<file path="config.mk">
export PLATFORM = sky130hd
export DESIGN_NAME = scc_top
export DESIGN_NICKNAME = d
export VERILOG_FILES = /design/src/verilog/scc_pkg.sv /design/src/verilog/scc_div_if.sv /design/src/verilog/scc_clkdiv.sv /design/src/verilog/scc_top.sv
export VERILOG_INCLUDE_DIRS = /design/src /design/src/verilog
export SDC_FILE = /design/constraint.sdc
export NUM_CORES = 1
export LEC_CHECK = 0
export BUFFER_PORTS_ARGS = -buffer_cell sky130_fd_sc_hd__buf_2
export CORE_UTILIZATION = 45
export CTS_CLUSTER_SIZE = 8
export DETAILED_ROUTE_END_ITERATION = 7
export GPL_ROUTABILITY_DRIVEN = 0
export PLACE_DENSITY = 0.68
export SLEW_MARGIN = 20
export SYNTH_ARGS = -nofsm -noshare
export SYNTH_HDL_FRONTEND = slang
export SYNTH_SLANG_ARGS = --single-unit
</file>
<file path="constraint.sdc">
create_clock -name CLK -period 3.4 [get_ports CLK]
set_input_delay 0.68 -clock CLK [delete_from_list [all_inputs] [get_ports CLK]]
set_output_delay 0.68 -clock CLK [all_outputs]
set_load 0.005 [all_outputs]
</file>
<file path="src/verilog/scc_map.svh">
`ifndef SCC_MAP_SVH
`define SCC_MAP_SVH
// ==========================================================================
// register addresses in the special function register space
`define SCC_ADDR_TRIM      8'h8b
`define SCC_ADDR_XCTL      8'h8c
`define SCC_ADDR_SEL       8'h97
`define SCC_ADDR_ICTL      8'h8a
`define SCC_ADDR_PLLST     8'h89
// ==========================================================================
// field positions
`define SCC_ICTL_ON_BIT    7
`define SCC_ICTL_RDY_BIT   6
`define SCC_XCTL_VLD_BIT   7
`define SCC_XCTL_RSV_BIT   3
`define SCC_PLLST_LCK_BIT  4
// ==========================================================================
// reset values
`define SCC_ICTL_RESET     8'hc0
`define SCC_XCTL_RESET     8'h00
`define SCC_SEL_RESET      8'h00
`define SCC_TRIM_RESET     8'h80
// ==========================================================================
// timing counts
`define SCC_IOSC_SETTLE    4
`define SCC_XTAL_SETTLE    16
`endif

</file>
<file path="src/verilog/scc_pkg.sv">
package scc_pkg;
    typedef enum logic [1:0] {
        SCC_SRC_INT = 2'b00,
        SCC_SRC_EXT = 2'b01,
        SCC_SRC_PLL = 2'b10,
        SCC_SRC_RSV = 2'b11
    } scc_src_t;

    typedef logic [2:0] scc_mode_t;
endpackage

</file>
<file path="src/verilog/scc_div_if.sv">
`timescale 1ns/1ns
interface scc_div_if #(parameter int W = 2);
    logic         in_tick;
    logic [W-1:0] shift;
    logic         out_tick;
    modport src (output in_tick, output shift, input out_tick);
    modport div (input in_tick, input shift, output out_tick);
endinterface : scc_div_if

</file>
<file path="src/verilog/scc_clkdiv.sv">
`timescale 1ns/1ns
// divides a tick stream by two to the power of shift
module scc_clkdiv #(
    parameter int MAXLOG = 3
) (
    input  wire logic CLK,
    input  wire logic RESET_N,
    scc_div_if.div    d
);
    logic [MAXLOG-1:0] cnt_r;
    logic [MAXLOG-1:0] cnt_nxt;
    logic [MAXLOG-1:0] limit;
    logic              out_r;
    logic              out_nxt;

    // ======================================================================
    // divider
    always_comb begin
        limit   = MAXLOG'((1 << d.shift) - 1);
        cnt_nxt = cnt_r;
        out_nxt = 1'b0;
        if (d.in_tick) begin
            // >= so a smaller ratio written mid-count takes effect at once
            if (cnt_r >= limit) begin
                cnt_nxt = '0;
                out_nxt = 1'b1;
            end else begin
                cnt_nxt = cnt_r + 1'b1;
            end
        end
    end

    always_ff @(posedge CLK) begin
        if (!RESET_N) begin
            cnt_r <= '0;
            out_r <= 1'b0;
        end else begin
            cnt_r <= cnt_nxt;
            out_r <= out_nxt;
        end
    end

    assign d.out_tick = out_r;

    a_div_spacing: assert property (@(posedge CLK) disable iff (!RESET_N)
        (out_r && d.shift != '0 && $stable(d.shift)) |=> !out_r)
        else $error("divided tick repeated back to back");

    a_div_bypass: assert property (@(posedge CLK) disable iff (!RESET_N)
        (d.in_tick && d.shift == '0) |=> out_r)
        else $error("undivided tick lost");
endmodule : scc_clkdiv

</file>
<file path="src/verilog/scc_top.sv">
`timescale 1ns/1ns
`include "scc_map.svh"
// Summary of operation
// - an 8-bit trim register sets the internal oscillator period and resets to a calibrated value.
// - bit 7 of the internal oscillator control register turns the internal oscillator on or off.
// - read-only bit 6 reads 1 only while the internal oscillator runs at its set frequency.
// - the internal divider code 00/01/10/11 divides the internal oscillator by 8/4/2/1.
// - the source code 00/01/10 picks divided internal, external or PLL clock, and 11 is reserved.
// - the external oscillator keeps clocking peripherals whatever source drives the core.
// - enabling the internal oscillator and setting its divider may share one write.
// - read-only crystal valid bit 7 sets once the crystal settles and reads 0 outside modes 11x.
// - the PLL lock flag reads 1 once the PLL has locked.
// - the clock-out divider code 00/01/10/11 passes the core clock divided by 1/2/4/8.
// - the 3-bit external mode selects off, CMOS clock, halved CMOS, halved RC/C, crystal, halved.
// - the 3-bit drive range field is passed to the external oscillator driver.
// - bit 3 of the external oscillator control register reads 0 and ignores writes.
// - after reset the core runs from the internal oscillator with no software action.
module scc_top #(
    parameter logic [7:0] TRIM_RESET  = `SCC_TRIM_RESET,
    parameter int         IOSC_SETTLE = `SCC_IOSC_SETTLE,
    parameter int         XTAL_SETTLE = `SCC_XTAL_SETTLE
) (
    input  wire logic       CLK,
    input  wire logic       RESET_N,
    input  wire logic [7:0] SFR_ADDR,
    input  wire logic       SFR_WR,
    input  wire logic [7:0] SFR_WDATA,
    output logic      [7:0] SFR_RDATA,
    input  wire logic       EXT_OSC_TICK,
    input  wire logic       PLL_TICK,
    input  wire logic       PLL_LOCK,
    output logic      [7:0] INT_OSC_TRIM,
    output logic            INT_OSC_ON,
    output logic      [2:0] EXT_OSC_MODE,
    output logic      [2:0] EXT_DRIVE_RANGE,
    output logic            EXT_OSC_ON,
    output logic            CORE_CLK_EN,
    output logic            CLK_OUT_EN,
    output logic            EXT_PERIPH_EN,
    output logic      [1:0] CORE_CLK_SOURCE
);
    localparam int SW = $clog2(IOSC_SETTLE + 1);
    localparam int XW = $clog2(XTAL_SETTLE + 1);

    // ======================================================================
    // mode decode
    function automatic logic ext_on_f(input scc_pkg::scc_mode_t m);
        return m[2:1] != 2'b00;
    endfunction
    function automatic logic ext_half_f(input scc_pkg::scc_mode_t m);
        return (m == 3'b011) || (m[2:1] == 2'b10) || (m == 3'b111);
    endfunction
    function automatic logic crystal_f(input scc_pkg::scc_mode_t m);
        return m[2:1] == 2'b11;
    endfunction

    // ======================================================================
    // state
    logic [7:0]            trim_r,      trim_nxt;
    logic                  iosc_on_r,   iosc_on_nxt;
    logic [1:0]            idiv_r,      idiv_nxt;
    logic [SW-1:0]         settle_r,    settle_nxt;
    scc_pkg::scc_mode_t    mode_r,      mode_nxt;
    logic [2:0]            drive_r,     drive_nxt;
    logic [XW-1:0]         xcnt_r,      xcnt_nxt;
    logic                  half_r,      half_nxt;
    logic                  ext_eff_r,   ext_eff_nxt;
    logic [1:0]            odiv_r,      odiv_nxt;
    scc_pkg::scc_src_t     req_r,       req_nxt;
    scc_pkg::scc_src_t     active_r,    active_nxt;
    logic                  core_r,      core_nxt;
    logic                  lock_r,      lock_nxt;
    logic [7:0]            rdata_r,     rdata_nxt;
    logic                  iosc_ready;
    logic                  xtal_valid;
    logic                  tick_req;
    logic                  tick_act;

    scc_div_if #(.W(2)) idiv_if ();
    scc_div_if #(.W(2)) odiv_if ();

    assign idiv_if.in_tick = iosc_on_r;
    assign idiv_if.shift   = 2'(2'd3 - idiv_r);
    assign odiv_if.in_tick = core_r;
    assign odiv_if.shift   = odiv_r;

    scc_clkdiv #(.MAXLOG(3)) u_idiv (
        .CLK     (CLK),
        .RESET_N (RESET_N),
        .d       (idiv_if.div)
    );

    scc_clkdiv #(.MAXLOG(3)) u_odiv (
        .CLK     (CLK),
        .RESET_N (RESET_N),
        .d       (odiv_if.div)
    );

    assign iosc_ready = iosc_on_r && (settle_r == SW'(IOSC_SETTLE));
    // the count only advances in crystal modes, so a stale count never shows
    assign xtal_valid = crystal_f(mode_r) && (xcnt_r == XW'(XTAL_SETTLE));

    function automatic logic src_tick(input scc_pkg::scc_src_t s, input logic ti,
                                      input logic te, input logic tp);
        unique case (s)
            scc_pkg::SCC_SRC_INT: return ti;
            scc_pkg::SCC_SRC_EXT: return te;
            scc_pkg::SCC_SRC_PLL: return tp;
            default:              return 1'b0;
        endcase
    endfunction

    assign tick_req = src_tick(req_r, idiv_if.out_tick, ext_eff_r, PLL_TICK);
    assign tick_act = src_tick(active_r, idiv_if.out_tick, ext_eff_r, PLL_TICK);

    // ======================================================================
    // next state
    always_comb begin
        trim_nxt    = trim_r;
        iosc_on_nxt = iosc_on_r;
        idiv_nxt    = idiv_r;
        mode_nxt    = mode_r;
        drive_nxt   = drive_r;
        odiv_nxt    = odiv_r;
        req_nxt     = req_r;
        active_nxt  = active_r;
        lock_nxt    = PLL_LOCK;
        if (SFR_WR) begin
            unique case (SFR_ADDR)
                `SCC_ADDR_TRIM: trim_nxt = SFR_WDATA;
                `SCC_ADDR_ICTL: begin
                    // enable and divider land together in one write
                    iosc_on_nxt = SFR_WDATA[`SCC_ICTL_ON_BIT];
                    idiv_nxt    = SFR_WDATA[1:0];
                end
                `SCC_ADDR_XCTL: begin
                    mode_nxt  = SFR_WDATA[6:4];
                    drive_nxt = SFR_WDATA[2:0];
                end
                `SCC_ADDR_SEL: begin
                    odiv_nxt = SFR_WDATA[5:4];
                    req_nxt  = scc_pkg::scc_src_t'(SFR_WDATA[1:0]);
                end
                default: ;
            endcase
        end
        // settle counter restarts whenever the oscillator is off
        if (!iosc_on_r) settle_nxt = '0;
        else if (settle_r != SW'(IOSC_SETTLE)) settle_nxt = SW'(settle_r + 1'b1);
        else settle_nxt = settle_r;
        if (!crystal_f(mode_r)) xcnt_nxt = '0;
        else if (EXT_OSC_TICK && xcnt_r != XW'(XTAL_SETTLE)) xcnt_nxt = XW'(xcnt_r + 1'b1);
        else xcnt_nxt = xcnt_r;
        half_nxt    = half_r;
        ext_eff_nxt = 1'b0;
        if (EXT_OSC_TICK && ext_on_f(mode_r)) begin
            half_nxt    = ext_half_f(mode_r) ? !half_r : 1'b0;
            ext_eff_nxt = !ext_half_f(mode_r) || half_r;
        end
        // software only asks for settled sources; the reserved code is ignored
        if (req_r != scc_pkg::SCC_SRC_RSV && req_r != active_r) begin
            core_nxt = tick_req;
            if (tick_req) active_nxt = req_r;
        end else begin
            core_nxt = tick_act;
        end
        rdata_nxt = 8'h00;
        unique case (SFR_ADDR)
            `SCC_ADDR_TRIM:  rdata_nxt = trim_r;
            `SCC_ADDR_ICTL:  rdata_nxt = {iosc_on_r, iosc_ready, 4'h0, idiv_r};
            `SCC_ADDR_XCTL:  rdata_nxt = {xtal_valid, mode_r, 1'b0, drive_r};
            `SCC_ADDR_SEL:   rdata_nxt = {2'b00, odiv_r, 2'b00, req_r};
            `SCC_ADDR_PLLST: rdata_nxt = {3'b000, lock_r, 4'h0};
            default:         rdata_nxt = 8'h00;
        endcase
    end

    always_ff @(posedge CLK) begin
        if (!RESET_N) begin
            trim_r    <= TRIM_RESET;
            iosc_on_r <= 1'(`SCC_ICTL_RESET >> `SCC_ICTL_ON_BIT);
            idiv_r    <= 2'(`SCC_ICTL_RESET);
            settle_r  <= SW'(IOSC_SETTLE);
            mode_r    <= 3'(`SCC_XCTL_RESET >> 4);
            drive_r   <= 3'(`SCC_XCTL_RESET);
            xcnt_r    <= '0;
            half_r    <= 1'b0;
            ext_eff_r <= 1'b0;
            odiv_r    <= 2'(`SCC_SEL_RESET >> 4);
            req_r     <= scc_pkg::SCC_SRC_INT;
            active_r  <= scc_pkg::SCC_SRC_INT;
            core_r    <= 1'b0;
            lock_r    <= 1'b0;
            rdata_r   <= 8'h00;
        end else begin
            trim_r    <= trim_nxt;
            iosc_on_r <= iosc_on_nxt;
            idiv_r    <= idiv_nxt;
            settle_r  <= settle_nxt;
            mode_r    <= mode_nxt;
            drive_r   <= drive_nxt;
            xcnt_r    <= xcnt_nxt;
            half_r    <= half_nxt;
            ext_eff_r <= ext_eff_nxt;
            odiv_r    <= odiv_nxt;
            req_r     <= req_nxt;
            active_r  <= active_nxt;
            core_r    <= core_nxt;
            lock_r    <= lock_nxt;
            rdata_r   <= rdata_nxt;
        end
    end

    // ======================================================================
    // outputs
    assign SFR_RDATA       = rdata_r;
    assign INT_OSC_TRIM    = trim_r;
    assign INT_OSC_ON      = iosc_on_r;
    assign EXT_OSC_MODE    = mode_r;
    assign EXT_DRIVE_RANGE = drive_r;
    assign EXT_OSC_ON      = ext_on_f(mode_r);
    assign CORE_CLK_EN     = core_r;
    assign CLK_OUT_EN      = odiv_if.out_tick;
    assign EXT_PERIPH_EN   = ext_eff_r;
    assign CORE_CLK_SOURCE = active_r;

    // ======================================================================
    // checks
    a_trim_write: assert property (@(posedge CLK) disable iff (!RESET_N)
        (SFR_WR && SFR_ADDR == `SCC_ADDR_TRIM) |=> INT_OSC_TRIM == $past(SFR_WDATA))
        else $error("trim write not stored");

    a_iosc_gate: assert property (@(posedge CLK) disable iff (!RESET_N)
        (SFR_WR && SFR_ADDR == `SCC_ADDR_ICTL) |=>
            INT_OSC_ON == $past(SFR_WDATA[7]) && idiv_r == $past(SFR_WDATA[1:0]))
        else $error("oscillator control write not taken whole");

    a_ready_start: assert property (@(posedge CLK) disable iff (!RESET_N)
        $rose(iosc_on_r) |-> !iosc_ready ##1 !iosc_ready)
        else $error("ready shown before settling");

    a_reset_source: assert property (@(posedge CLK)
        !RESET_N |=> CORE_CLK_SOURCE == 2'b00 && INT_OSC_ON)
        else $error("core not on internal oscillator after reset");

    a_reserved_src: assert property (@(posedge CLK) disable iff (!RESET_N)
        (req_r == scc_pkg::SCC_SRC_RSV) |=> $stable(CORE_CLK_SOURCE))
        else $error("reserved source code switched the core");

    a_switch_clean: assert property (@(posedge CLK) disable iff (!RESET_N)
        $changed(CORE_CLK_SOURCE) |-> CORE_CLK_EN)
        else $error("source changed between ticks");

    a_xvld_mode: assert property (@(posedge CLK) disable iff (!RESET_N)
        !crystal_f(mode_r) |=> xcnt_r == '0)
        else $error("stale crystal count kept outside crystal mode");

    a_bit3_zero: assert property (@(posedge CLK) disable iff (!RESET_N)
        (SFR_ADDR == `SCC_ADDR_XCTL) |=> SFR_RDATA[3] == 1'b0)
        else $error("reserved bit reads nonzero");

    a_pll_flag: assert property (@(posedge CLK) disable iff (!RESET_N)
        (PLL_LOCK ##1 SFR_ADDR == `SCC_ADDR_PLLST) |=> SFR_RDATA[4])
        else $error("lock flag not shown");

    a_ext_periph: assert property (@(posedge CLK) disable iff (!RESET_N)
        (EXT_OSC_TICK && mode_r == 3'b010) |=> EXT_PERIPH_EN)
        else $error("external tick not passed to peripherals");
endmodule : scc_top

</file>
==> impl_metrics.py <==
metrics = {
    "outcome": {
        "outcome": "finished clean",
    },
    "power_and_ir_drop": {
        "comb_power_share": 0.081,
        "cellPowerDensity_nw_per_um2": 355.8,
        "seqPwrFrac": 0.603,
        "sw_frac_of_total": 0.2329,
        "vdd_drop_max_mv": 0.2177,
        "p_leak_nw": 1.217,
        "p_clk_frac": 0.316,
        "switchingPower_mw": 0.2356,
        "intPower_mw": 0.7758,
    },
    "timing": {
        "worst_pin_slew_ps": 523.1,
        "finClkSkew_ps": 3.340,
        "max_slew_margin": 0.6501,
        "slew_viol_final": 0,
        "setup_viol": 0,
        "fin_crit_ps": 1909,
        "rsz0062_at_grt": "no",
        "fin_setup_tns_ps": 0,
        "hold_violations": 0,
        "fmax_ghz": 0.5237,
        "period_share": 0.5616,
    },
    "yosys": {
        "synth.mux.area_fraction": 0.09406,
        "syn_area_per_cell_um2": 9.012,
        "synth.distinct_cells": 48,
        "synth-compound-area-share": 0.1212,
        "syn_area_um2": 2487,
        "synth_top_family_by_area": "simple AND/OR/NAND/NOR gates",
        "syn_nets": 310,
        "ys.warnings.count": 0,
        "synthSimpleGateAreaFrac": 0.2359,
        "synth_top_area_cell": "dfxtp_1",
        "synthTopCellsByArea": "dfxtp_1 41%, mux2i_1 8.0%, ha_1 6.0%, nand2_1 4.7%, nor2_1 3.6%",
        "synth-seq-cells": 51,
        "synthAdderAreaFrac": 0.06036,
        "synth_ff_type": "dfxtp_1",
        "synth_top_area_frac": 0.4105,
        "async_flop_share": 0,
        "synthesis.instances": 276,
        "synth_xor_area_frac": 0.03169,
        "synth_edf_count": 0,
        "ys_seq_area_frac": 0.4105,
    },
    "clocking": {
        "post_cts_resized": 0,
        "clock_latency_ps": 300,
        "numCtsBuffers": 5,
        "cts.sinks": 51,
        "cts_buffer_depth": 2,
        "htree_levels": 2,
        "hold_buffers": 0,
        "path_clk_slew_ps": 80,
        "cts-root-buf": "clkbuf_8",
        "cts_setup_buffers": 0,
        "cts_tree": "done",
    },
    "setup_path": {
        "reg2reg_from": "odiv_if.shift[1]",
        "crit_path_end_kind": "flop",
        "cp.required_ps": 3590,
        "arrival_ps": 2100,
        "cp_slowest_cell": "or3_1",
        "critPathLaunchType": "input pin",
        "critPathKind": "input pin to flop",
        "path_cells": "buf_2 > or3b_1 > or3_1 > mux2i_1 > nand2_1",
        "cp-startpoint": "SFR_ADDR[6]",
        "max_stage_delay_ps": 620,
        "path_max_fanout": 8,
    },
    "floorplan": {
        "core_um2": 5205,
        "fp.dieH_um": 76.35,
        "fp-row-count": 26,
        "dieArea_um2": 5829,
        "boundaryPins": 51,
        "initial_core_util": 0.4779,
        "fp.dieW_um": 76.35,
    },
    "grt": {
        "grt_pass1_wl_mm": 8.866,
        "grt_usage": 0.1949,
        "overflow": 0,
        "grt_max_degree": 33,
        "grt_pass1_vias": 1879,
        "grt_antenna_before_repair": 0,
    },
    "finish": {
        "multi_input_comb_area_um2": 1351,
        "drive_gt1_frac": 0.2132,
        "nets": 354,
        "n_antenna_cell": 0,
        "n_fill_cell": 498,
        "seq_area_um2": 1021,
        "area_growth_pct": 14.29,
        "final_core_util": 0.5462,
    },
    "job": {
        "maxCapViolCount": 0,
    },
    "placed_design": {
        "dp_hpwl_mm": 3.953,
        "port_buffers": 50,
    },
    "route": {
        "avgViaCountPerCell": 5.288,
        "drt-total-wl_mm": 5.372,
        "num_vias": 2057,
        "ant_nets": 0,
        "first_pass_iters": 4,
        "drc": 0,
        "wl_per_cell_um": 13.81,
        "drt_iter0_markers": 137,
    },
    "hold_path": {
        "worst_hold_startpoint": "EXT_DRIVE_RANGE[2]",
        "min_path_type": "flop to flop",
    },
}
[cells in the mapped netlist, types with 3 or more instances]
| library cell | instances |
|---|---|
| a21oi_1 | 8 |
| a21o_1 | 5 |
| inv_1 | 11 |
| o21ai_0 | 6 |
| nand2_1 | 31 |
| a22oi_1 | 6 |
| mux2i_1 | 20 |
| xnor2_1 | 4 |
| nand3_1 | 14 |
| mux2_2 | 3 |
| a211oi_1 | 6 |
| nand2b_1 | 6 |
| o21ai_1 | 6 |
| nor2b_1 | 4 |
| nand4_1 | 3 |
| ha_1 | 12 |
| clkbuf_1 | 11 |
| nor2_1 | 24 |
| xor2_1 | 5 |
| or2_2 | 4 |
| dfxtp_1 | 51 |
[worst paths after layout]
path                              to  slack, ps  cells past startpoint
setup reg to reg     u_odiv.cnt_r[1]       1650                      6
hold reg to reg   EXT_DRIVE_RANGE[2]        470                      2
setup / recovery     INT_OSC_TRIM[7]       1490                      5
hold / removal    EXT_DRIVE_RANGE[2]        470                      2
[state kept, by name, summed over array words and instances, names as in the netlist, 2 cells and up]
signal           count
u_odiv.cnt_r         3
settle_r             3
odiv_if.shift        2
CORE_CLK_SOURCE      2
INT_OSC_TRIM         8
EXT_OSC_MODE         3
xcnt_r               5
u_idiv.cnt_r         3
EXT_DRIVE_RANGE      3
SFR_RDATA            8
req_r                2
idiv_r               2
[area by class of cell]
cell class / instances / share of cell area
Tap cell: 70 / 0.03081
Sequential cell: 51 / 0.3592
Timing Repair Buffer: 52 / 0.09331
Clock buffer: 6 / 0.02553
Multi-Input combinational cell: 198 / 0.4754
Inverter: 12 / 0.01585
[placed cells by master, fill, tap and decap left out, types with 5 or more instances in the layout]
cell type	count
mux2i_1	20
a211oi_1	6
nand2_1	31
ha_1	12
nand2b_1	6
clkbuf_8	5
a21oi_1	8
inv_1	11
o21ai_0	6
buf_2	50
nor2_1	24
xor2_1	5
a22oi_1	6
a21o_1	5
nand3_1	14
dfxtp_1	51
o21ai_1	6
[metrics by stage]
stage          hold WS [ps]  area [um2]  worst slack (ps)  total power [mW]  std cells
5_1_grt               489.7        2843              1392             1.062        389
3_3_place_gp          462.9        2770              1193            0.7030        383
3_5_place_dp          457.2        2770              1167            0.7054        383
6_report              468.7        2843              1491             1.011        389
2_1_floorplan         457.0        2487              1447            0.6741        276
4_1_cts               470.6        2843              1489             1.025        389
[per-layer routing]
layer / up-vias / GRT usage / wire length (um)
li1: 1039 / - / -
met1: 948 / 0.2644 / 2609
met4: 0 / 0.08654 / 108
met3: 8 / 0.04671 / 290
met5: - / 0 / 0
met2: 62 / 0.2928 / 2363
[critical path, delay by kind of cell]
family,cells,cell delay (ps)
buffers and inverters,1,110
muxes,1,240
and+or+nand+nor,3,1070
[power by group through the flow]
stage | Clock [mW] | Combinational [mW] | Sequential [mW]
finish | 0.320 | 0.0815 | 0.610
global route | 0.357 | 0.0924 | 0.612
global placement | 0 | 0.0786 | 0.624
detailed placement | 0 | 0.0809 | 0.625
floorplan | 0 | 0.0511 | 0.623
CTS | 0.333 | 0.0813 | 0.610
[cells by family after synthesis]
kind of cell | count (synthesis)
compound gates | 46
flops | 51
buf+inv | 27
mux | 23
simple gates | 108
xor+xnor | 9
fa+ha+maj | 12
(Power assumes the default switching activity.)
